### src/verilog/oled_host_defines.svh
// Purpose : Shared constants for the display host interface front end.
// Assumes : Included by bare name from every design file that needs it.
// Notes   : Strap codes are listed as proto_sel_1, proto_sel_0.
`ifndef OLED_HOST_DEFINES_SVH
`define OLED_HOST_DEFINES_SVH

// Strap encodings for the four host protocols.
`define PSEL_SPI4 2'b00
`define PSEL_SPI3 2'b01
`define PSEL_P80  2'b10
`define PSEL_P68  2'b11

// Data bus bit positions reused in the serial modes.
`define SERIAL_DATA_IN_BIT  1
`define SCLK_BIT  0

// Bits per serial frame, with and without a leading data/command bit.
`define SPI3_BITS 4'd9
`define SPI4_BITS 4'd8

// Reset value of the driven host data bus.
`define BUS_RESET 8'h00

`endif

### src/verilog/oled_host_pkg.sv
// Purpose : Types shared by the host interface front end.
// Assumes : Constants live in oled_host_defines.svh.
// Notes   : All encodings are one-hot.
package oled_host_pkg;

  // Host protocol chosen by the straps.
  typedef enum logic [3:0]
  {
    MODE_SPI4 = 4'b0001,
    MODE_SPI3 = 4'b0010,
    MODE_P68  = 4'b0100,
    MODE_P80  = 4'b1000
  } mode_e;

  // Parallel transfer sequencer states.
  typedef enum logic [2:0]
  {
    ST_IDLE  = 3'b001,
    ST_WRITE = 3'b010,
    ST_READ  = 3'b100
  } state_e;

  // All host pins that pass the synchroniser together.
  typedef struct packed
  {
    logic       resetNIn;
    logic [1:0] protoSel;
    logic       csN;
    logic       dcSel;
    logic       enRd;
    logic       rwWr;
    logic [7:0] hostDataBus;
  } host_pins_s;

  // One received byte with its data/command flag.
  typedef struct packed
  {
    logic       isData;
    logic [7:0] data;
  } host_byte_s;

endpackage

### src/verilog/sync_bank.sv
// Purpose : Two-flop synchroniser for a bank of asynchronous pins.
// Assumes : Every bit is an independent level from outside the domain.
// Notes   : The first stage is read only by the second stage.
`timescale 1ns/1ns
module sync_bank
#(
  parameter int WIDTH = 8
)
(
  input  wire logic             clk,
  input  wire logic             reset_n,
  input  wire logic [WIDTH-1:0] asyncIn,
  output logic      [WIDTH-1:0] syncOut
);

  genvar i;

  // One pair of flip-flops per bit.
  generate
    for (i = 0; i < WIDTH; i = i + 1)
    begin : g_bit
      logic meta_r;
      logic stable_r;
      always_ff @(posedge clk or negedge reset_n)
      begin
        if (!reset_n)
        begin
          meta_r   <= 1'b0;
          stable_r <= 1'b0;
        end
        else
        begin
          meta_r   <= asyncIn[i];
          stable_r <= meta_r;
        end
      end
      assign syncOut[i] = stable_r;
    end
  endgenerate

endmodule

### src/verilog/serial_shifter.sv
// Purpose : Serial byte receiver for the 3-wire and 4-wire modes.
// Assumes : Clock edges and data arrive already synchronised.
// Notes   : MSB first; a 3-wire frame leads with its data/command bit.
`timescale 1ns/1ns
module serial_shifter
  import oled_host_pkg::*;
(
  input  wire logic       clk,
  input  wire logic       reset_n,
  input  wire logic       clear,
  input  wire logic       sclkRise,
  input  wire logic       serial_data_in,
  input  wire logic       dcPin,
  input  wire logic       nineBit,
  output logic            done,
  output host_byte_s      rxByte
);
`include "oled_host_defines.svh"

  logic [3:0] cnt_r;
  logic [7:0] shift_r;
  logic       dcBit_r;
  logic       done_r;
  host_byte_s rxByte_r;
  wire  [3:0] frameBits = nineBit ? `SPI3_BITS : `SPI4_BITS;
  wire  [3:0] cntInc    = cnt_r + 4'd1;
  wire        dcSlot    = nineBit && (cnt_r == 4'd0);
  wire        lastBit   = (cntInc == frameBits);
  wire  [7:0] shiftNxt  = {shift_r[6:0], serial_data_in};

  // Count and shift bits on each serial clock rise while selected.
  always_ff @(posedge clk or negedge reset_n)
  begin
    if (!reset_n)
    begin
      cnt_r    <= 4'd0;
      shift_r  <= 8'h00;
      dcBit_r  <= 1'b0;
      done_r   <= 1'b0;
      rxByte_r <= '0;
    end
    else
    begin
      done_r <= 1'b0;
      if (clear)
        cnt_r <= 4'd0;
      else if (sclkRise)
      begin
        if (dcSlot)
          dcBit_r <= serial_data_in;
        else
          shift_r <= shiftNxt;
        if (lastBit)
        begin
          cnt_r           <= 4'd0;
          done_r          <= 1'b1;
          rxByte_r.data   <= shiftNxt;
          rxByte_r.isData <= nineBit ? dcBit_r : dcPin;
        end
        else
          cnt_r <= cntInc;
      end
    end
  end

  assign done   = done_r;
  assign rxByte = rxByte_r;

endmodule

### src/verilog/oled_host_if.sv
// Purpose : Host interface front end: strap-selected SPI or parallel port.
// Assumes : All host pins are asynchronous and pass two flip-flops first.
// Notes   : rdData must stand from the cycle in which readReq is high until the
//           read strobe ends; received bytes appear as one-cycle pulses.
`timescale 1ns/1ns

// Overview of operation
// - The two strap pins pick 3-wire SPI, 4-wire SPI, 68 or 80 parallel.
// - Host traffic is taken only while chip select is low.
// - Data/command high marks display data, low marks a command byte.
// - In 68 mode the enable pin high with chip select low runs a cycle.
// - In 68 mode read/write high reads and low writes.
// - In 80 mode the read strobe low with chip select low starts a read.
// - In 80 mode the write strobe low with chip select low starts a write.
// - Parallel modes use an 8-bit two-way bus, driven only during reads.
// - Serial modes take data on bus bit 1 and clock on bus bit 0.
// - The reset pin restarts strap capture and idles the sequencer and serial receiver.
module oled_host_if
  import oled_host_pkg::*;
(
  input  wire logic       clk,
  input  wire logic       reset_n,
  input  wire logic       protoSel0,
  input  wire logic       protoSel1,
  input  wire logic       resetNIn,
  input  wire logic       csN,
  input  wire logic       dcSel,
  input  wire logic       enRd,
  input  wire logic       rwWr,
  input  wire logic [7:0] hostDataBusIn,
  input  wire logic [7:0] rdData,
  output logic      [7:0] hostDataBusOut,
  output logic            hostDataBusOe,
  output logic            byteValid,
  output logic      [7:0] byteData,
  output logic            byteIsData,
  output logic            readReq,
  output logic      [3:0] activeMode
);
`include "oled_host_defines.svh"

  // ----------------------------------------------------------------
  // Pin synchronisation
  // ----------------------------------------------------------------

  host_pins_s pinsRaw;
  host_pins_s pinsS;
  logic [$bits(host_pins_s)-1:0] pinsVec;

  // Gather the pins into one bundle for the synchroniser.
  assign pinsRaw.resetNIn    = resetNIn;
  assign pinsRaw.protoSel    = {protoSel1, protoSel0};
  assign pinsRaw.csN         = csN;
  assign pinsRaw.dcSel       = dcSel;
  assign pinsRaw.enRd        = enRd;
  assign pinsRaw.rwWr        = rwWr;
  assign pinsRaw.hostDataBus = hostDataBusIn;

  sync_bank
  #(
    .WIDTH   ($bits(host_pins_s))
  )
  u_sync
  (
    .clk     (clk),
    .reset_n (reset_n),
    .asyncIn (pinsRaw),
    .syncOut (pinsVec)
  );

  assign pinsS = host_pins_s'(pinsVec);

  // ----------------------------------------------------------------
  // Reset pin and strap capture
  // ----------------------------------------------------------------

  logic  pinRst;
  mode_e mode_r;
  mode_e modeDecode;
  logic  capDone_r;

  // The reset pin synchronously clears the strap capture flag and the sequencer state.
  assign pinRst = !pinsS.resetNIn;

  // Map the strap pair onto a protocol.
  assign modeDecode =
    (pinsS.protoSel == `PSEL_SPI3) ? MODE_SPI3 :
    (pinsS.protoSel == `PSEL_P68)  ? MODE_P68  :
    (pinsS.protoSel == `PSEL_P80)  ? MODE_P80  :
                                     MODE_SPI4;

  // Straps are caught once, at the first cycle out of reset.
  always_ff @(posedge clk or negedge reset_n)
  begin
    if (!reset_n)
    begin
      mode_r    <= MODE_SPI4;
      capDone_r <= 1'b0;
    end
    else if (pinRst)
      capDone_r <= 1'b0;
    else if (!capDone_r)
    begin
      mode_r    <= modeDecode;
      capDone_r <= 1'b1;
    end
  end

  // ----------------------------------------------------------------
  // Mode-dependent strobe decode
  // ----------------------------------------------------------------

  wire is68     = (mode_r == MODE_P68);
  wire is80     = (mode_r == MODE_P80);
  wire isPar    = is68 || is80;
  wire isSer    = !isPar;
  wire csLow    = !pinsS.csN;
  wire live     = capDone_r && !pinRst;
  // The 68 enable is active high; the 80 strobes are active low.
  wire act68    = csLow && pinsS.enRd;
  wire act80    = csLow && (!pinsS.enRd || !pinsS.rwWr);
  wire strobeOn = live && ((is68 && act68) || (is80 && act80));
  // Direction: 68 uses the select level, 80 uses which strobe fell.
  wire isRead   = is68 ? pinsS.rwWr : !pinsS.enRd;

  // ----------------------------------------------------------------
  // Parallel sequencer
  // ----------------------------------------------------------------

  state_e     state_r;
  state_e     state_nxt;
  host_byte_s held_r;
  logic       parDone;
  logic       readStart;

  // Enter on strobe start, leave when the strobe or chip select ends.
  always_comb
  begin
    state_nxt = state_r;
    parDone   = 1'b0;
    readStart = 1'b0;
    case (state_r)
      ST_IDLE:
      begin
        if (strobeOn && isPar)
        begin
          state_nxt = isRead ? ST_READ : ST_WRITE;
          readStart = isRead;
        end
      end
      ST_WRITE:
      begin
        if (!strobeOn)
        begin
          state_nxt = ST_IDLE;
          parDone   = live;
        end
      end
      ST_READ:
      begin
        if (!strobeOn)
          state_nxt = ST_IDLE;
      end
      default:
        state_nxt = ST_IDLE;
    endcase
  end

  // Track the last byte seen while a write strobe is active.
  always_ff @(posedge clk or negedge reset_n)
  begin
    if (!reset_n)
    begin
      state_r <= ST_IDLE;
      held_r  <= '0;
    end
    else if (pinRst)
      state_r <= ST_IDLE;
    else
    begin
      state_r <= state_nxt;
      if (strobeOn && !isRead)
      begin
        held_r.data   <= pinsS.hostDataBus;
        held_r.isData <= pinsS.dcSel;
      end
    end
  end

  // ----------------------------------------------------------------
  // Serial receiver
  // ----------------------------------------------------------------

  logic       sclkD_r;
  logic       serDone;
  host_byte_s serByte;
  wire        sclkS    = pinsS.hostDataBus[`SCLK_BIT];
  wire        sdinS    = pinsS.hostDataBus[`SERIAL_DATA_IN_BIT];
  wire        sclkRise = sclkS && !sclkD_r && live && isSer && csLow;
  wire        serClear = !csLow || !live || isPar;

  // Remember the serial clock level to find its rising edge.
  always_ff @(posedge clk or negedge reset_n)
  begin
    if (!reset_n)
      sclkD_r <= 1'b0;
    else
      sclkD_r <= sclkS;
  end

  serial_shifter u_ser
  (
    .clk      (clk),
    .reset_n  (reset_n),
    .clear    (serClear),
    .sclkRise (sclkRise),
    .serial_data_in     (sdinS),
    .dcPin    (pinsS.dcSel),
    .nineBit  (mode_r == MODE_SPI3),
    .done     (serDone),
    .rxByte   (serByte)
  );

  // ----------------------------------------------------------------
  // Output registers
  // ----------------------------------------------------------------

  logic       byteValid_r;
  logic [7:0] byteData_r;
  logic       byteIsData_r;
  logic       readReq_r;
  logic [7:0] busOut_r;
  logic       busOe_r;
  wire        serTake = serDone && isSer && live;
  wire        inRead  = (state_r == ST_READ) && strobeOn;

  // Present received bytes and drive the bus during reads.
  always_ff @(posedge clk or negedge reset_n)
  begin
    if (!reset_n)
    begin
      byteValid_r  <= 1'b0;
      byteData_r   <= 8'h00;
      byteIsData_r <= 1'b0;
      readReq_r    <= 1'b0;
      busOut_r     <= `BUS_RESET;
      busOe_r      <= 1'b0;
    end
    else
    begin
      byteValid_r <= parDone || serTake;
      readReq_r   <= readStart;
      busOe_r     <= inRead && isPar;
      busOut_r    <= inRead ? rdData : `BUS_RESET;
      if (parDone)
      begin
        byteData_r   <= held_r.data;
        byteIsData_r <= held_r.isData;
      end
      else if (serTake)
      begin
        byteData_r   <= serByte.data;
        byteIsData_r <= serByte.isData;
      end
    end
  end

  assign byteValid      = byteValid_r;
  assign byteData       = byteData_r;
  assign byteIsData     = byteIsData_r;
  assign readReq        = readReq_r;
  assign hostDataBusOut = busOut_r;
  assign hostDataBusOe  = busOe_r;
  assign activeMode     = mode_r;

  // ----------------------------------------------------------------
  // Assertions
  // ----------------------------------------------------------------

  // Strap decode lands in the mode register when capture completes.
  a_mode_strap: assert property (
    @(posedge clk) disable iff (!reset_n)
    $rose(capDone_r) |-> (mode_r == $past(modeDecode)))
    else $error("Mode does not match straps.");

  // A parallel byte needs chip select low two cycles before.
  a_cs_gates: assert property (
    @(posedge clk) disable iff (!reset_n)
    (byteValid_r && isPar) |-> $past(csLow, 2))
    else $error("Byte accepted without chip select.");

  // Parallel bytes carry the data/command pin level of the strobe's end.
  a_dc_follows: assert property (
    @(posedge clk) disable iff (!reset_n)
    parDone |=> (byteIsData_r == $past(pinsS.dcSel, 2)))
    else $error("Data/command flag lost.");

  // End of a 68 write enable yields a byte next cycle.
  a_e_write: assert property (
    @(posedge clk) disable iff (!reset_n)
    (is68 && live && state_r == ST_WRITE && !act68) |=> byteValid_r)
    else $error("68 write not completed.");

  // A 68 enable with read level raises a read request.
  a_rw_read: assert property (
    @(posedge clk) disable iff (!reset_n)
    (is68 && live && state_r == ST_IDLE && act68 && pinsS.rwWr)
      |=> (readReq_r && !byteValid_r))
    else $error("68 read not started.");

  // An 80 read strobe from idle raises a read request and drives.
  a_rd_strobe: assert property (
    @(posedge clk) disable iff (!reset_n)
    (is80 && live && state_r == ST_IDLE && csLow && !pinsS.enRd)
      |=> readReq_r ##1 (hostDataBusOe || !strobeOn))
    else $error("80 read not started.");

  // Release of the 80 write strobe yields a byte next cycle.
  a_wr_strobe: assert property (
    @(posedge clk) disable iff (!reset_n)
    (is80 && live && state_r == ST_WRITE && !act80) |=> byteValid_r)
    else $error("80 write not completed.");

  // The bus is driven only in a parallel mode.
  a_oe_parallel: assert property (
    @(posedge clk) disable iff (!reset_n)
    hostDataBusOe |-> (isPar && $past(state_r) == ST_READ))
    else $error("Bus driven outside a read.");

  // A serial byte follows a serial clock rise by two cycles.
  a_sclk_byte: assert property (
    @(posedge clk) disable iff (!reset_n)
    (byteValid_r && isSer) |-> $past(sclkRise, 2))
    else $error("Serial byte without clock edge.");

  // Reset pin low silences the outputs from the next cycle.
  a_pin_reset: assert property (
    @(posedge clk) disable iff (!reset_n)
    pinRst |=> (!byteValid_r && !hostDataBusOe && !readReq_r))
    else $error("Activity during pin reset.");

endmodule

### config.mk
export PLATFORM = sky130hd
export DESIGN_NAME = oled_host_if
export DESIGN_NICKNAME = d
export VERILOG_FILES = /design/src/verilog/oled_host_pkg.sv /design/src/verilog/sync_bank.sv /design/src/verilog/serial_shifter.sv /design/src/verilog/oled_host_if.sv
export VERILOG_INCLUDE_DIRS = /design/src /design/src/verilog
export SDC_FILE = /design/constraint.sdc
export NUM_CORES = 1
export LEC_CHECK = 0
export BUFFER_PORTS_ARGS = -buffer_cell sky130_fd_sc_hd__buf_2
export CAP_MARGIN = 25
export CORE_UTILIZATION = 50
export CTS_CLUSTER_DIAMETER = 50
export DETAILED_ROUTE_END_ITERATION = 8
export PLACE_DENSITY = 0.82
export SYNTH_ARGS = -nofsm -noshare
export SYNTH_HDL_FRONTEND = slang
export SYNTH_SLANG_ARGS = --single-unit
### constraint.sdc
create_clock -name clk -period 2.3 [get_ports clk]
set_clock_uncertainty 0.2 [all_clocks]
set_input_delay 0 -clock clk [delete_from_list [all_inputs] [get_ports clk]]
set_output_delay 0 -clock clk [all_outputs]
set_load 0.005 [all_outputs]
==> impl_metrics.yaml <==
sta:
  fmaxAchievable_mhz: 442
  setup_tns_ps: 0
  hold_violations: 0
  finalMaxSlewViolations: 0
  fin_crit_ps: 2260
  postLayoutSetupSlackWorst_ps: 36.7
  tightestPinTransition_ps: 623
  finalCritPeriodShare_pct: 98.4
  setup_violations: 0
  slew_headroom_pct: 58.4
cts:
  post-cts-setup-buffers: 0
  insertion_delay_ps: 350
  cts_sinks: 90
  cts_tree: "done"
  cts_root_buf: "clkbuf_8"
  htree_levels: 3
  cts_buffer_depth: 2
  cts_buffers: 9
  path_clk_slew_ps: 80
routing:
  firstDrtPassIters: 6
  wl_per_cell_um: 15.6
  drtIter0Drc: 109
  ant_nets: 0
  num_vias: 2075
  postRouteWirelength_um: 6260
  drc: 0
  via_per_inst: 5.19
cells_and_area:
  final_common_cell: "dfrtp_1"
  drive_gt1_share_pct: 44.6
  nNetsFinal: 345
  mostFrequentLayoutCells: "dfrtp_1 (86), buf_2 (47), mux2_2 (44)"
  antennaDiodeCount: 0
  synthToLayoutAreaGrowth_pct: 30.4
grt:
  groute.usage.overall_pct: 18.6
  first_global_vias: 2112
  grt_pass1_wl_um: 9940
  grt_overflow: 0
  grt_start_max_net_pins: 58
  antenna_found_initial: 0
placement:
  portBuffers: 48
  place.gp.congestion: 0.755
  dp_slack_ps: -209
  dp_hpwl_um: 3860
job:
  cap_violations: 0
floorplan:
  coreArea_um2: 6420
  die_x_um: 84.2
  ios: 49
  rows: 29
  die-height_um: 84.2
  initial_utilization_pct: 52.6
  dieArea_um2: 7080
yosys:
  synth_area_per_cell_um2: 15.0
  synth_cell_types: 41
  synthesis.nets: 252
  synth_area_um2: 3380
  postSynthCellCount: 225
  synthFlopType: "dfrtp_1"
  synth_warnings: 0
  synth_edf_count: 0
  ys_ff_latch: 90
  ys_seq_area_share_pct: 66.8
  async_flop_share_pct: 100
status:
  status: "complete, no violations"
critical_path:
  crit_fanout: 9
  reg2reg_from: "activeMode[1]"
  crit_type: "reg -> reg"
  crit_arrival_ps: 2290
  crit_required_ps: 2330
  cp-startpoint: "activeMode[1]"
  worst_setup_path_end_kind: "register"
  start_kind: "register"
power_and_ir_drop:
  p_leak_nw: 2.16
  ir_worst_vdd_mv: 0.794
  p_per_area_nw_per_um2: 732
hold_path:
  hold_class: "in -> reg"
  holdCritStartpoint: "hostDataBusIn[4]"
## cell usage after synthesis, drive strengths merged (2+ instances only)
master / count / area, um2
or2: 2 / 12.5
mux2: 45 / 507
inv: 6 / 22.5
nor4: 2 / 18.8
nand3: 2 / 10.0
nor3: 3 / 15.0
buf: 4 / 18.8
or3b: 2 / 17.5
a21oi: 5 / 25.0
xnor2: 5 / 43.8
o21ai: 3 / 15.0
or3: 2 / 12.5
o211ai: 3 / 27.5
nor4b: 3 / 56.3
nand2b: 8 / 50.1
and2: 9 / 56.3
nor2b: 2 / 12.5
dfstp: 2 / 52.6
nand2: 12 / 45.0
ha: 2 / 25.0
dfrtp: 88 / 2200
## per-layer routing
| metal | global-route usage [%] | vias to the layer above | wire, um |
|---|---|---|---|
| met5 | 0 | - | 0 |
| met4 | 9.25 | 0 | 167 |
| met3 | 4.52 | 15 | 198 |
| met2 | 30.1 | 54 | 3230 |
| met1 | 23.8 | 1038 | 2660 |
| li1 | - | 968 | - |
## kinds of logic after synthesis
kind of cell / count (synthesis) / synth area share (%)
AO/OA/AOI/OAI: 18 / 3.97
XOR/XNOR: 6 / 1.56
flip-flops: 90 / 66.8
adder cells (fa/ha/maj): 2 / 0.741
multiplexers: 46 / 15.3
buffers and inverters: 11 / 1.33
AND/OR/NAND/NOR: 52 / 10.3
## repair_timing
item,in CTS,in global routing
hold buffers,26,0
resized for setup,3,12
hold endpoints to repair,111,0
endpoints found under the setup margin,12,29
## where the power goes
part           switching (W)  leakage (nW)  internal [W]  total [W]
Clock               0.000521         0.120      0.000706    0.00123
Combinational       0.000117         0.882      0.000149   0.000266
Sequential         0.0000574          1.16       0.00167    0.00173
## sequential cells by signal (all words and copies together) (netlist names), 3 cells and up
signal	flops
held_r	9
u_ser.rxByte	9
hostDataBusOut	8
u_sync.g_bit.meta_r	15
activeMode	4
u_ser.shift_r	7
byteData	8
u_ser.cnt_r	4
u_sync.g_bit.stable_r	15
state_r	3
## metrics by stage
| step | power (W) | instance area (um2) | util [%] | cells | hold slack [ps] |
|---|---|---|---|---|---|
| detailed placement | 0.00197 | 3810 | 59.4 | 358 | -225 |
| global route | 0.00333 | 4400 | 68.5 | 400 | 80.1 |
| global placement | 0.00195 | 3810 | 59.4 | 358 | -232 |
| CTS | 0.00322 | 4340 | 67.5 | 400 | 71.4 |
| finish | 0.00322 | 4400 | 68.5 | 400 | 89.1 |
| floorplan | 0.00185 | 3380 | - | 225 | -496 |
## final timing paths
| path | slack (ps) | depth (start not counted) | to |
|---|---|---|---|
| worst max-delay path | 40 | 6 | byteData[2] |
| worst min-delay path | 90 | 2 | u_sync.g_bit[4].meta_r |
| worst max register to register | 40 | 6 | byteData[2] |
| worst min register to register | 150 | 0 | u_sync.g_bit[10].stable_r |
| max in group asynchronous | 1060 | 4 | state_r[0] |
| min in group asynchronous | 500 | 4 | held_r[6] |
## worst max-delay path: stages (launching register included)
cell	delay (ps)
dfrtp_2	450
or2_2	340
buf_4	160
o211ai_2	240
buf_12	170
mux2_2	330
mux2_2	260
## layout make-up
type                       count  area (um2)
clock inverter                 3        68.8
sequential                    90        2260
timing repair buffer          87         639
clock buffer                  13         169
fill                         414        2020
tap                           77        96.3
inverter                       6        22.5
multi-input combinational    124        1150
Note: power is estimated with default switching activity, not from simulation.
